## src/hw/lpc_pkg.sv

```systemverilog
// package for the pixel clock generator configuration block:
// register indices, field positions, reset values and shared types.
// assumes an 8-bit byte address on the register bus.
package lpc_pkg;

  // register bus geometry
  localparam int unsigned ADDR_W = 8;
  localparam int unsigned DATA_W = 32;

  // register indices as printed; byte address is four times the index
  localparam logic [7:0] IDX_SRC = 8'h0A;
  localparam logic [7:0] IDX_SCALE = 8'h0B;
  localparam logic [7:0] IDX_PLL = 8'h0D;
  localparam logic [7:0] ADDR_SRC = 8'(IDX_SRC << 2);
  localparam logic [7:0] ADDR_SCALE = 8'(IDX_SCALE << 2);
  localparam logic [7:0] ADDR_PLL = 8'(IDX_PLL << 2);

  // field positions
  localparam int unsigned SRC_SEL_BIT = 0;
  localparam int unsigned RANGE_LSB = 1;
  localparam int unsigned RANGE_MSB = 3;
  localparam int unsigned STAT_BIT = 7;
  localparam int unsigned DIV_LSB = 3;
  localparam int unsigned DIV_MSB = 7;
  localparam int unsigned MULT_LSB = 0;
  localparam int unsigned MULT_MSB = 1;
  localparam int unsigned PLL_EN_BIT = 0;

  // reset values
  localparam logic SRC_SEL_RST = 1'b0;
  localparam logic [2:0] RANGE_RST = 3'h5;
  localparam logic [4:0] DIV_RST = 5'h00;
  localparam logic [1:0] MULT_RST = 2'h0;
  localparam logic PLL_EN_RST = 1'b0;

  // largest legal divider code (divide by 25)
  localparam logic [4:0] DIV_MAX = 5'h18;

  // width of the reference period measurement, in aclk cycles
  localparam int unsigned PERIOD_W = 16;

  // bus responses
  localparam logic [1:0] RESP_OKAY = 2'h0;
  localparam logic [1:0] RESP_SLVERR = 2'h2;

  // register selector returned by the address decoder
  typedef enum logic [1:0] {
    SEL_NONE = 2'h0,
    SEL_SRC = 2'h1,
    SEL_SCALE = 2'h2,
    SEL_PLL = 2'h3
  } lpc_sel_t;

  // generator state, one-hot
  typedef enum logic [1:0] {
    GEN_OFF = 2'b01,
    GEN_RUN = 2'b10
  } lpc_gen_state_t;

endpackage

```

## src/hw/lpc_cfg_if.sv

```systemverilog
// interface carrying the latched clock configuration from the register
// side to the clock generator, and the generator's running status back.
// assumes both ends run on the same aclk.
`timescale 1ns/1ps
interface lpc_cfg_if;
  logic src_sel;
  logic [4:0] div_code;
  logic [1:0] mult_code;
  logic run;
  logic active;

  modport ctl (output src_sel, output div_code, output mult_code, output run, input active);
  modport gen (input src_sel, input div_code, input mult_code, input run, output active);
endinterface

```

## src/hw/lpc_clk_gen.sv

```systemverilog
// pixel clock generator: turns the selected source clock pin into a
// one-cycle pixel clock tick, divided or multiplied as configured.
// assumes both source pins are asynchronous to aclk and slower than aclk/4.
`timescale 1ns/1ps
module lpc_clk_gen
  import lpc_pkg::*;
(
  // clock and reset
  input wire logic aclk,
  input wire logic aresetn,
  // source clock pins
  input wire logic ref_clk_pin,
  input wire logic cha_clk_pin,
  // configuration
  lpc_cfg_if.gen cfg,
  // pixel clock tick
  output logic pix_tick
);

  lpc_gen_state_t state;
  lpc_gen_state_t next_state;
  logic [1:0] rise;
  logic [4:0] dcnt;
  logic [PERIOD_W-1:0] per_cnt;
  logic [PERIOD_W-1:0] period;
  logic [PERIOD_W-1:0] acc;
  logic [PERIOD_W-1:0] acc_sum;
  logic [4:0] div_eff;
  logic running;
  logic src_edge;
  logic div_hit;
  logic mult_hit;
  logic next_tick;

  // two-flop synchroniser per pin; flops live in each copy so each has one driver
  // the third flop feeds only the edge detector
  for (genvar i = 0; i < 2; i++) begin : g_sync
    logic pin_q1;
    logic pin_q2;
    logic pin_q3;
    always_ff @(posedge aclk) begin
      if (!aresetn) begin
        pin_q1 <= 1'b0;
        pin_q2 <= 1'b0;
        pin_q3 <= 1'b0;
      end else begin
        pin_q1 <= (i == 0) ? ref_clk_pin : cha_clk_pin;
        pin_q2 <= pin_q1;
        pin_q3 <= pin_q2;
      end
    end
    assign rise[i] = pin_q2 & ~pin_q3;
  end

  // source selection and hit decoding
  assign running = (state == GEN_RUN);
  assign src_edge = cfg.src_sel ? rise[1] : rise[0];
  // reserved divider codes behave as the largest legal one
  assign div_eff = (cfg.div_code > DIV_MAX) ? DIV_MAX : cfg.div_code;
  assign div_hit = rise[1] && (dcnt == div_eff);
  assign acc_sum = acc + PERIOD_W'(cfg.mult_code) + PERIOD_W'(1);
  assign mult_hit = (period != '0) && (acc_sum >= period);
  assign next_tick = running && (cfg.src_sel ? div_hit : mult_hit);
  assign next_state = cfg.run ? GEN_RUN : GEN_OFF;

  // state and tick
  always_ff @(posedge aclk) begin
    if (!aresetn) begin
      state <= GEN_OFF;
      pix_tick <= 1'b0;
      cfg.active <= 1'b0;
    end else begin
      state <= next_state;
      pix_tick <= next_tick;
      cfg.active <= (next_state == GEN_RUN);
    end
  end

  // divider: counts channel A edges, tick on every (code+1)th
  always_ff @(posedge aclk) begin
    if (!aresetn || !running || !cfg.src_sel) begin
      dcnt <= 5'h00;
    end else if (rise[1]) begin
      dcnt <= div_hit ? 5'h00 : dcnt + 5'h01;
    end
  end

  // multiplier: measure the reference period, then spread (code+1) ticks over it
  // a single-period estimate trades jitter tolerance for tiny area
  always_ff @(posedge aclk) begin
    if (!aresetn || !running || cfg.src_sel) begin
      per_cnt <= '0;
      period <= '0;
      acc <= '0;
    end else if (src_edge) begin
      per_cnt <= '0;
      period <= per_cnt + PERIOD_W'(1);
      acc <= '0;
    end else begin
      per_cnt <= (per_cnt == '1) ? per_cnt : per_cnt + PERIOD_W'(1);
      if (period != '0) begin
        acc <= mult_hit ? acc_sum - period : acc_sum;
      end
    end
  end
endmodule

```

## src/hw/lpc_top.sv

```systemverilog
// top of the pixel clock generator configuration block: AXI4-Lite slave
// with the source, scale and enable registers, driving the generator.
// assumes a single aclk at 40 MHz and source clock pins asynchronous to it.
`timescale 1ns/1ps
// What the document requires
// Source select 0 uses the reference clock pin, 1 uses channel A clock.
// On channel A, divider code plus one divides the source; codes above 24 reserved.
// Software writes divider zero when the reference clock is selected.
// On reference clock, multiplier code plus one multiplies the source.
// Software writes multiplier zero when channel A clock is selected.
// Setting enable starts the generator with the current settings; reset leaves it off.
// Software should clear enable before changing source or scale settings.
// The selected input clock must be stable before enable is set.
// After enabled status reads one, wait at least 3 ms before using the clock.
// While disabled, output stays inactive and setting changes take effect only at enable.
module lpc_top
  import lpc_pkg::*;
(
  // clock and reset
  input wire logic aclk,
  input wire logic aresetn,
  // write address channel
  input wire logic [ADDR_W-1:0] s_axi_awaddr,
  input wire logic [2:0] s_axi_awprot,
  input wire logic s_axi_awvalid,
  output logic s_axi_awready,
  // write data channel
  input wire logic [DATA_W-1:0] s_axi_wdata,
  input wire logic [3:0] s_axi_wstrb,
  input wire logic s_axi_wvalid,
  output logic s_axi_wready,
  // write response channel
  output logic [1:0] s_axi_bresp,
  output logic s_axi_bvalid,
  input wire logic s_axi_bready,
  // read address channel
  input wire logic [ADDR_W-1:0] s_axi_araddr,
  input wire logic [2:0] s_axi_arprot,
  input wire logic s_axi_arvalid,
  output logic s_axi_arready,
  // read data channel
  output logic [DATA_W-1:0] s_axi_rdata,
  output logic [1:0] s_axi_rresp,
  output logic s_axi_rvalid,
  input wire logic s_axi_rready,
  // source clock pins
  input wire logic external_reference_clock_input,
  input wire logic cha_hs_clock_input,
  // generated pixel clock and status
  output logic pixel_clock_tick,
  output logic pll_enabled
);

  // decode a byte address into a register selector; used for reads and writes
  function automatic lpc_sel_t reg_sel(input logic [ADDR_W-1:0] a);
    lpc_sel_t s;
    s = SEL_NONE;
    if (a == ADDR_SRC) begin
      s = SEL_SRC;
    end else if (a == ADDR_SCALE) begin
      s = SEL_SCALE;
    end else if (a == ADDR_PLL) begin
      s = SEL_PLL;
    end
    return s;
  endfunction

  lpc_cfg_if cfg ();

  // software-visible register fields
  logic pixel_clock_source_select;
  logic [2:0] clock_range;
  logic [4:0] cha_clock_divide_code;
  logic [1:0] external_clock_multiply_code;
  logic pll_enable;

  // captured write request
  logic [ADDR_W-1:0] aw_addr;
  logic [7:0] w_byte;
  logic w_lane0;

  logic have_aw;
  logic have_w;
  logic do_write;
  lpc_sel_t wsel;
  lpc_sel_t rsel;
  logic [DATA_W-1:0] rd_word;
  logic next_pll_enable;
  logic enable_rise;
  logic write_src;
  logic write_scale;

  // prot bits carry no meaning here
  logic unused_prot;
  assign unused_prot = ^{s_axi_awprot, s_axi_arprot, s_axi_wdata[DATA_W-1:8], s_axi_wstrb[3:1]};

  // write path decoding; an address or data beat is held until the response is taken
  assign have_aw = !s_axi_awready && !s_axi_bvalid;
  assign have_w = !s_axi_wready && !s_axi_bvalid;
  assign do_write = have_aw && have_w;
  assign wsel = reg_sel(aw_addr);
  assign write_src = do_write && w_lane0 && (wsel == SEL_SRC);
  assign write_scale = do_write && w_lane0 && (wsel == SEL_SCALE);
  assign next_pll_enable = (do_write && w_lane0 && (wsel == SEL_PLL)) ?
    w_byte[PLL_EN_BIT] : pll_enable;
  assign enable_rise = next_pll_enable && !pll_enable;

  // read data selection; status bit shows the generator's own running state
  assign rsel = reg_sel(s_axi_araddr);
  always_comb begin
    rd_word = '0;
    unique case (rsel)
      SEL_SRC: begin
        rd_word[STAT_BIT] = cfg.active;
        rd_word[RANGE_MSB:RANGE_LSB] = clock_range;
        rd_word[SRC_SEL_BIT] = pixel_clock_source_select;
      end
      SEL_SCALE: begin
        rd_word[DIV_MSB:DIV_LSB] = cha_clock_divide_code;
        rd_word[MULT_MSB:MULT_LSB] = external_clock_multiply_code;
      end
      SEL_PLL: begin
        rd_word[PLL_EN_BIT] = pll_enable;
      end
      SEL_NONE: begin
        rd_word = '0;
      end
    endcase
  end

  // write address and data acceptance, response
  always_ff @(posedge aclk) begin
    if (!aresetn) begin
      s_axi_awready <= 1'b1;
      s_axi_wready <= 1'b1;
      s_axi_bvalid <= 1'b0;
      s_axi_bresp <= RESP_OKAY;
      aw_addr <= '0;
      w_byte <= 8'h00;
      w_lane0 <= 1'b0;
    end else begin
      if (s_axi_awvalid && s_axi_awready) begin
        s_axi_awready <= 1'b0;
        aw_addr <= s_axi_awaddr;
      end
      if (s_axi_wvalid && s_axi_wready) begin
        s_axi_wready <= 1'b0;
        w_byte <= s_axi_wdata[7:0];
        w_lane0 <= s_axi_wstrb[0];
      end
      if (do_write) begin
        s_axi_bvalid <= 1'b1;
        s_axi_bresp <= (wsel == SEL_NONE) ? RESP_SLVERR : RESP_OKAY;
      end else if (s_axi_bvalid && s_axi_bready) begin
        s_axi_bvalid <= 1'b0;
        s_axi_awready <= 1'b1;
        s_axi_wready <= 1'b1;
      end
    end
  end

  // read channel: one read at a time, data latched with the address
  always_ff @(posedge aclk) begin
    if (!aresetn) begin
      s_axi_arready <= 1'b1;
      s_axi_rvalid <= 1'b0;
      s_axi_rdata <= '0;
      s_axi_rresp <= RESP_OKAY;
    end else if (s_axi_arvalid && s_axi_arready) begin
      s_axi_arready <= 1'b0;
      s_axi_rvalid <= 1'b1;
      s_axi_rdata <= rd_word;
      s_axi_rresp <= (rsel == SEL_NONE) ? RESP_SLVERR : RESP_OKAY;
    end else if (s_axi_rvalid && s_axi_rready) begin
      s_axi_rvalid <= 1'b0;
      s_axi_arready <= 1'b1;
    end
  end

  // configuration registers
  always_ff @(posedge aclk) begin
    if (!aresetn) begin
      pixel_clock_source_select <= SRC_SEL_RST;
      clock_range <= RANGE_RST;
      cha_clock_divide_code <= DIV_RST;
      external_clock_multiply_code <= MULT_RST;
      pll_enable <= PLL_EN_RST;
    end else begin
      if (write_src) begin
        pixel_clock_source_select <= w_byte[SRC_SEL_BIT];
        clock_range <= w_byte[RANGE_MSB:RANGE_LSB];
      end
      if (write_scale) begin
        cha_clock_divide_code <= w_byte[DIV_MSB:DIV_LSB];
        external_clock_multiply_code <= w_byte[MULT_MSB:MULT_LSB];
      end
      pll_enable <= next_pll_enable;
    end
  end

  // settings reach the generator only at the enable edge, so edits made
  // while running or disabled never glitch the output clock
  always_ff @(posedge aclk) begin
    if (!aresetn) begin
      cfg.src_sel <= SRC_SEL_RST;
      cfg.div_code <= DIV_RST;
      cfg.mult_code <= MULT_RST;
      cfg.run <= PLL_EN_RST;
    end else begin
      cfg.run <= next_pll_enable;
      if (enable_rise) begin
        cfg.src_sel <= write_src ? w_byte[SRC_SEL_BIT] : pixel_clock_source_select;
        cfg.div_code <= write_scale ? w_byte[DIV_MSB:DIV_LSB] : cha_clock_divide_code;
        cfg.mult_code <= write_scale ? w_byte[MULT_MSB:MULT_LSB] : external_clock_multiply_code;
      end
    end
  end

  lpc_clk_gen u_gen (
    .aclk(aclk),
    .aresetn(aresetn),
    .ref_clk_pin(external_reference_clock_input),
    .cha_clk_pin(cha_hs_clock_input),
    .cfg(cfg.gen),
    .pix_tick(pixel_clock_tick)
  );

  assign pll_enabled = cfg.active;
endmodule
```

## config.mk

```make
export PLATFORM = sky130hd
export DESIGN_NAME = lpc_top
export DESIGN_NICKNAME = d
export VERILOG_FILES = /design/src/hw/lpc_pkg.sv /design/src/hw/lpc_cfg_if.sv /design/src/hw/lpc_clk_gen.sv /design/src/hw/lpc_top.sv
export SDC_FILE = /design/constraint.sdc
export NUM_CORES = 1
export LEC_CHECK = 0
export BUFFER_PORTS_ARGS = -buffer_cell sky130_fd_sc_hd__clkbuf_2
export CAP_MARGIN = 20
export CORE_ASPECT_RATIO = 0.7
export CORE_MARGIN = 3
export CORE_UTILIZATION = 35
export DETAILED_ROUTE_END_ITERATION = 12
export SKIP_CTS_REPAIR_TIMING = 1
export SYNTH_ARGS = -nofsm -noshare
export SYNTH_HDL_FRONTEND = slang
export SYNTH_SLANG_ARGS = --single-unit
```

## constraint.sdc

```tcl
create_clock -name aclk -period 10.9 [get_ports aclk]
set_input_delay 2.18 -clock aclk [delete_from_list [all_inputs] [get_ports aclk]]
set_output_delay 2.18 -clock aclk [all_outputs]
set_load 0.05 [all_outputs]
```

==> results of run 1 <==
-- final cells by class --
| type | instances | share of cell area (%) |
|---|---|---|
| multi-input combinational | 524 | 46.7 |
| sequential | 114 | 33.8 |
| clock buffer | 18 | 6.51 |
| timing repair buffer | 55 | 4.53 |
| tap | 220 | 4.08 |
| clock inverter | 14 | 2.63 |
| inverter | 30 | 1.67 |
-- per-stage QoR --
stage	setup slack [ns]	std cells	util, %	instance area [µm²]
final	6.13	975	42.6	6740
after global routing	5.88	975	42.6	6740
after CTS	6.21	973	42.4	6710
after detailed placement	6.23	941	38.5	6090
after global placement	6.25	941	38.5	6090
after floorplan	7.23	722	-	5880
-- per-layer routing --
layer  up-vias  share of wire, %
met5         -                 0
met4         0              0.94
met3        11               5.6
met2       101                37
met1      2212                56
li1       2495                 -
-- power by group through the flow --
stage	combinational, mW	clock (mW)	sequential, mW
5_1_grt	0.0637	0.607	0.432
3_3_place_gp	0.0588	0	0.440
6_report	0.0591	0.577	0.431
2_1_floorplan	0.0446	0	0.447
4_1_cts	0.0593	0.588	0.431
3_5_place_dp	0.0592	0	0.440
-- cell usage in the layout, fill, tap and decap left out, types with 8 or more instances in the layout --
cell,n
ha_1,20
and2_1,10
dfxtp_1,114
clkbuf_16,17
nor2_1,63
a21oi_1,68
o21ai_0,27
nor3_1,11
and3_1,8
nand3_1,44
mux2i_1,18
o22ai_1,15
nor4_1,8
clkbuf_2,50
nand2_1,64
conb_1,26
xnor2_1,26
a211oi_1,11
inv_1,30
xor2_1,19
nand4_1,13
-- path summary, 6_finish.rpt --
check | end | slack (ns) | cells past startpoint
max | u_gen.acc[0] | 6.13 | 13
min | u_gen.g_sync[0].pin_q2 | 0.43 | 1
max reg2reg | u_gen.acc[0] | 6.13 | 13
min reg2reg | u_gen.g_sync[0].pin_q2 | 0.43 | 1
-- Yosys cell counts, drive strengths merged (2+ instances only) --
master,instances
nand2b,7
a21oi,68
or2,2
a21o,6
inv,30
nand2,64
o21ai,34
o22ai,15
and3,8
xor2,19
nand3,44
xnor2,26
or3,3
dfxtp,114
fa,2
clkbuf,20
nor2,63
nor4,8
nor3,11
buf,34
a221oi,4
mux2i,18
o21a,3
a211oi,13
nor2b,4
o21bai,2
nand4b,3
and3b,2
nand4,13
a31oi,6
ha,20
nor3b,2
nand3b,4
and2,10
o211ai,4
-- sequential cells by signal (all words and copies together) (netlist names), 2 cells and up --
signal / flops
s_axi_rdata: 8
u_gen.acc: 16
aw_addr: 8
cfg.div_code: 5
u_gen.period: 16
clock_range: 3
cha_clock_divide_code: 5
external_clock_multiply_code: 2
u_gen.g_sync.pin_q2: 2
u_gen.g_sync.pin_q3: 2
u_gen.dcnt: 5
u_gen.per_cnt: 16
cfg.mult_code: 2
u_gen.g_sync.pin_q1: 2
w_byte: 8
u_gen.state: 2
-- kinds of logic (layout without fill, tap and decap cells) --
logic type | after synthesis | count (layout) | share of synthesized area (%)
compound gates | 162 | 162 | 16.7
xor+xnor | 45 | 45 | 6.81
fa+ha+maj | 22 | 22 | 5.02
buf+inv | 84 | 117 | 7.68
flops | 114 | 114 | 39.5
mux | 19 | 19 | 3.31
other cells | 1 | 26 | 0.0648
simple gates | 250 | 250 | 20.9
==> run summary, run 1 <==
status = completed
CP Launch Type = flop
Final Hold Vio Count = 0
multi-input logic area = 3150 µm²
RSZ-0062 raised after global routing = no
Die Wd = 160 µm
die area = 18100 µm²
deepest clock path buffer count = 2
cell mode on critical path = ha_1
synth warn = 0
Sequential Power Share = 40.4%
I/O pins = 110
Design Power = 1.07 mW
min Tclk post-route = 4.77 ns
Die Ht = 114 µm
CP delay by family, top = compound AO/OA/AOI/OAI gates
Via Count = 4819
number of synthesized register bits = 114
HP Start = u_gen.g_sync[0].pin_q1
Root Driver = clkbuf_16
number of global-route vias before repair = 4308
Rows = 38
Slew HR = 37.2%
DRT Pass-1 Iters = 5
slowest stage cell, crit path = a211oi_4
CTS buffer count = 17
routability congestion estimate = 0.854
worst min path class = reg -> reg
ANT nets after route = 0
Num Clock Sinks = 114
net switching power figure = 261 µW
skew final = 0.00997 ns
Min Hold Slack = 0.431 ns
first-pass GRT wire length = 21.8 mm
Vias/cell = 4.94
Fill cells = 1604
Final nets = 831
Reg area = 2280 µm²
core footprint = 15800 µm²
Setup-failing EPs final = 0
Critical Path RT = 11.23 ns
Critical path buffers and inverters = 1
highest clock rate = 210 MHz
combinational share of power = 5.5%
Synth area leaders = dfxtp_1 39%, a21oi_1 5.9%, ha_1 4.3%
synthesized area = 5780 µm²
PD cells = 158 nW/µm²
max cap viols = 0
WS Path Type = reg -> reg
Clock Power Share = 54.1%
GRT Residual Overflow = 0
nature of the critical path endpoint = flop
largest net degree at the start of global routing = 48
drt wl/cell = 13.6 µm
Post-synth EDFFs = 0
P_int = 806 µW
met1 Use GR = 23.6%
Area growth syn-to-layout = 16.6%
Post-Syn Instances = 697
Leakage = 2.67 nW
Netlist cell types = 52
Synth area leader = dfxtp_1
met3 Use GR = 3.59%
maximum fanout along the worst path = 22
layout cell share with drive strength beyond 1 = 12.3%
1st-iter DRT viols = 228
Net Sw Frac = 24.5%
DRC = 0
Port Buffer Count = 50
Starting Density = 36.5%
peak supply drop = 0.0960 mV
Avg Inst Size Synth = 8.30 µm²
ant diodes = 0
Top Usage Layer GRT = met1
met2 usage = 19.0%
top-area cell type share of the netlist area = 39.5%
Reg clk slew, reported paths = 0.05 ns
GRT Total Usage = 14.8%
htree depth = 4
Post-DP HPWL = 9.60 mm
Worst Setup SP = cfg.mult_code[0]
Final Max Slew Viols = 0
setup TNS = 0 ns
crit-path cells = inv_1, ha_1, fa_1, or2_2, nor3_1, nand3_1, xnor2_1, ha_1, and3_1, a221o_1, a211oi_4, mux2_2, o21ai_1
CTS tree = yes
Post-synth ARST share = 0%
Post-Route WL = 13.2 mm
Worst-Margin Slew = 0.940 ns
initial antenna violation count = 0
crit path DAT = 5.10 ns
Max stage delay on crit path = 0.82 ns
Clock Latency Late Sink = 0.41 ns
Most used DFF post-synth = dfxtp_1
sequential area share after synthesis = 39.5%
fin crit share = 43.7%
worst r2r src = cfg.mult_code[0]
Power figures use the tool's default switching activity.
==> run 2, diff against run 1 <==
- ABC_AREA: not set -> 1
- clock period: 10.9 -> 4.8 ns (I/O delays scaled with it)
==> run summary, run 2 <==
met2 WL = 6.00 mm
Die Wd = 171 µm
number of synthesized register bits = 114
Port Buffer Count = 50
Post-synth ARST share = 0%
Clock Latency Late Sink = 0.41 ns
GRT Total Usage = 15.5%
most common cell in the synthesized netlist = nand2_1
Post-DP HPWL = 11.7 mm
drt wl/cell = 12.2 µm
largest net degree at the start of global routing = 40
Vias/cell = 4.63
Most used DFF post-synth = dfxtp_1
DR top layer = met4
Final nets = 1075
fin crit share = 71.4%
placed cells = 1203
I/O pins = 110
Synth area leader = dfxtp_1
first-pass GRT wire length = 25.8 mm
final worst slack = 1.37 ns
commonest non-fill, non-tap cells in the layout = 214 x nand2_1, 162 x inv_1, 114 x dfxtp_1
core footprint = 18400 µm²
nature of the critical path endpoint = flop
Worst-Margin Slew = 0.610 ns
Starting Density = 36.3%
Leakage = 3.75 nW
Via Count = 5712
ant diodes = 0
Post-synth EDFFs = 0
layout cell share with drive strength beyond 1 = 16.3%
DRT Pass-1 Iters = 5
die area = 20800 µm²
Reg clk slew, reported paths = 0.06 ns
Critical Path RT = 5.13 ns
most frequent cells after synthesis = 214 x nand2_1, 162 x inv_1, 114 x dfxtp_1
largest registers = u_gen.acc: 16 flops, u_gen.per_cnt: 16 flops, u_gen.period: 16 flops
deepest clock path buffer count = 2
DR WL met3 = 780 µm
min Tclk post-route = 3.43 ns
initial antenna violation count = 0
Slew HR = 59.2%
top-area cell type share of the netlist area = 34.2%
routability congestion estimate = 0.847
1st-iter DRT viols = 347
Avg Inst Size Synth = 7.14 µm²
most common cell after layout, fill and taps aside = nand2_1
htree depth = 4
worst min path class = reg -> reg
Rows = 41
Final Max Slew Viols = 0
GRT Residual Overflow = 0
DRC = 0
number of global-route vias before repair = 5226
Synth area leaders = dfxtp_1 34%, nand2_1 12%, inv_1 9.1%
Netlist cell types = 58
RSZ-0062 raised after global routing = no
setup TNS = 0 ns
sequential area share after synthesis = 34.2%
Post-Syn Instances = 934
post-route insts no fill = 1235
Area growth syn-to-layout = 13.8%
maximum fanout along the worst path = 13
Post-Route WL = 15.1 mm
Root Driver = clkbuf_16
skew final = 0.0185 ns
status = completed
PD cells = 312 nW/µm²
synthesized area = 6670 µm²
WS Path Type = reg -> reg
synth warn = 0
CTS tree = yes
crit path DAT = 3.76 ns
Die Ht = 121 µm
ANT nets after route = 0
Final Hold Vio Count = 0
CTS buffer count = 17
WL met1 = 8.23 mm
Setup-failing EPs final = 0
CP Launch Type = flop
max cap viols = 0
pre-CTS setup slack = 1.38 ns
fin util = 41.3%
highest clock rate = 292 MHz
peak supply drop = 0.160 mV
Num Clock Sinks = 114
[run 2: cell count changes after synthesis, moves of 9 or more]
cell      previous run  this run
nand2_2              0        14
o21ai_0             27        46
nor2_1              63        74
a211oi_1            11         2
clkbuf_1            20        10
o22ai_1             15         1
mux2i_1             18         0
o211ai_1             4        15
nand3_2              0        10
xnor2_1             26        11
nand2_1             64       214
a21oi_1             68        49
inv_1               30       162
[run 2: worst paths after layout]
| check | start | endpoint | slack (ns) | cells past startpoint |
|---|---|---|---|---|
| worst max register to register | cfg.mult_code[0] | u_gen.acc[14] | 1.37 | 17 |
| worst min-delay path | u_gen.g_sync[1].pin_q1 | u_gen.g_sync[1].pin_q2 | 0.41 | 2 |
| worst min register to register | u_gen.g_sync[1].pin_q1 | u_gen.g_sync[1].pin_q2 | 0.41 | 2 |
| worst max-delay path | cfg.mult_code[0] | u_gen.acc[14] | 1.37 | 17 |
[run 2: stage by stage]
stage / power [mW] / cell area [µm²] / hold slack, ns
final: 2.36 / 7590 / 0.408
after global routing: 2.46 / 7590 / 0.440
after CTS: 2.39 / 7590 / 0.411
after detailed placement: 1.17 / 7010 / 0.398
after global placement: 1.17 / 7010 / 0.402
after floorplan: 1.14 / 6760 / 0.390
[run 2: power breakdown]
| group | switching (mW) | internal [mW] | total [mW] |
|---|---|---|---|
| registers | 0.0118 | 0.969 | 0.981 |
| clock network | 0.492 | 0.726 | 1.22 |
| logic | 0.129 | 0.0353 | 0.164 |
| total | 0.633 | 1.73 | 2.36 |
[run 2: cells by family after synthesis]
group | share of synthesized area (%)
other | 0.0562
AND/OR/NAND/NOR | 28.7
adder cells (fa/ha/maj) | 4.35
AO/OA/AOI/OAI | 13.6
flip-flops | 34.2
XOR/XNOR | 4.69
buffers and inverters | 14.3
[run 2: area by class of cell]
type | count | area, µm²
Inverter | 167 | 629
Multi-Input combinational cell | 632 | 3530
Timing Repair Buffer | 54 | 280
Clock inverter | 15 | 148
Tap cell | 236 | 295
Clock buffer | 17 | 425
Fill cell | 1935 | 10800
Sequential cell | 114 | 2280
[run 2: metal layers]
layer  track usage, %  up-vias
met5                0        -
met3             3.00        8
met4             3.67        0
met1             23.8     2594
met2             21.9      114
li1                 -     2996
[run 2: critical path, cell delays in order (launching register included)]
cell and delay [ns]:
dfxtp_1 0.33, inv_1 0.05, ha_1 0.22, fa_1 0.45, nor2_4 0.19, nand3_1 0.16, nand3b_4 0.21, xnor2_2 0.23
ha_1 0.35, nand2_1 0.17, o21ai_1 0.14, a21oi_4 0.25, nand2_8 0.10, nor2_8 0.25, nand2_1 0.09, nand2_1 0.07
nor2_1 0.04, nor2_1 0.08
==> run 3, diff against run 2 <==
- ABC_AREA: 1 -> 0
- clock period: 4.8 -> 3.46 ns (I/O delays scaled with it)
==> run summary, run 3 (synthesis results as in run 1) <==
worst hold endpoint = u_gen.g_sync[0].pin_q2
final worst slack = -0.0568 ns
worst min path class = reg -> reg
GRT Residual Overflow = 0
crit path DAT = 3.80 ns
DRT Pass-1 Iters = 4
reg2reg end = u_gen.acc[13]
first-pass GRT wire length = 23.3 mm
placed cells = 992
nature of the critical path endpoint = flop
Via Count = 4975
Die Ht = 114 µm
CP Launch Type = flop
Final nets = 886
Area growth syn-to-layout = 26.8%
Final Hold Vio Count = 0
largest registers = u_gen.acc: 16 flops, u_gen.per_cnt: 16 flops, u_gen.period: 16 flops
Port Buffer Count = 50
CTS tree = yes
FF-to-FF path depth = 16
Critical Path RT = 3.74 ns
max cap viols = 0
htree depth = 4
I/O pins = 110
Fill cells = 1527
Rows = 38
initial antenna violation count = 0
WHS Path Cells = 1
Max stage delay on crit path = 0.39 ns
PD cells = 460 nW/µm²
ANT nets after route = 0
Post-DP HPWL = 10.4 mm
Setup-failing EPs final = 5
Worst Setup SP = cfg.mult_code[0]
CP delay by family, top = compound AO/OA/AOI/OAI gates
Num Clock Sinks = 114
Clock Latency Late Sink = 0.41 ns
GRT Total Usage = 16.0%
Starting Density = 36.5%
core footprint = 15800 µm²
largest net degree at the start of global routing = 48
peak supply drop = 0.296 mV
die area = 18100 µm²
ant diodes = 0
fin crit share = 102%
Root Driver = clkbuf_16
violated checks = negative setup slack
Reg clk slew, reported paths = 0.06 ns
worst r2r src = cfg.mult_code[0]
Slew HR = 47.2%
DRC = 0
Leakage = 3.01 nW
status = finished, violations left
WP depth = 16
layout cell share with drive strength beyond 1 = 21.6%
RSZ-0062 raised after global routing = yes
WS Path Type = reg -> reg
commonest non-fill, non-tap cells in the layout = 112 x dfxtp_1, 64 x nand2_1, 63 x a21oi_1
slowest stage cell, crit path = a221o_1
HP Start = u_gen.g_sync[0].pin_q1
number of global-route vias before repair = 4453
1st-iter DRT viols = 345
deepest clock path buffer count = 2
Die Wd = 160 µm
highest clock rate = 284 MHz
Final Max Slew Viols = 0
Post-Route WL = 14.4 mm
crit-path cells = inv_2, ha_4, fa_2, or2_4, nor3_4, buf_4, xor2_4, ha_4, a21o_1, o21bai_1, a221o_1, a211oi_4, buf_6, a221oi_2, o211ai_1, a31oi_1
routability congestion estimate = 0.841
Worst-Margin Slew = 0.790 ns
setup TNS = -0.159 ns
skew final = 0.00895 ns
drt wl/cell = 14.0 µm
most common cell after layout, fill and taps aside = dfxtp_1
reg2reg setup slack = -0.06 ns
min Tclk post-route = 3.52 ns
post-route insts no fill = 1030
cell mode on critical path = ha_4
Critical path buffers and inverters = 3
maximum fanout along the worst path = 5
Vias/cell = 4.83
CTS buffer count = 17
## run 3: where the power goes
group,leakage [nW],switching (mW),internal (mW)
clock,0.298,0.667,1.16
sequential,0.925,0.0204,1.34
combinational,1.78,0.146,0.0412
## run 3: final cells by class
| type | instances | area, µm² | share of cell area [%] |
|---|---|---|---|
| well taps | 220 | 275 | 3.75 |
| multi-input cells | 524 | 3330 | 45.4 |
| repair buffers | 110 | 717 | 9.77 |
| clock buffers | 18 | 439 | 5.99 |
| flip-flops and latches | 114 | 2280 | 31.1 |
| inverters | 30 | 113 | 1.53 |
| clock inverters | 14 | 176 | 2.40 |
## run 3: worst max-delay path by stage
stage                     to  slack, ns
2_1_floorplan   u_gen.acc[7]       0.02
3_3_place_gp    u_gen.acc[4]      -0.22
3_5_place_dp   u_gen.acc[11]      -0.21
4_1_cts        u_gen.acc[11]      -0.22
5_1_grt         u_gen.acc[5]      -0.24
6_report       u_gen.acc[13]      -0.06
## run 3: per-stage QoR
step | power [mW] | instance area, µm² | utilization (%) | hold slack, ns | setup slack (ns)
finish | 3.37 | 7340 | 46.3 | 0.442 | -0.0568
global route | 3.49 | 7340 | 46.3 | 0.448 | -0.238
CTS | 3.40 | 7110 | 44.9 | 0.441 | -0.219
detailed placement | 1.57 | 6500 | 41.0 | 0.424 | -0.215
global placement | 1.57 | 6500 | 41.0 | 0.421 | -0.217
floorplan | 1.55 | 5900 | - | 0.412 | 0.0198
## run 3: routing by layer
layer  vias up  global-route usage, %  part of all wire, %  wire [µm]
li1       2601                      -                    -          -
met1      2250                   26.0                   56       8040
met2       106                   19.9                   38       5450
met3        18                   3.45                  5.0        715
met4         0                   5.42                  1.4        197
met5         -                      0                    0          0
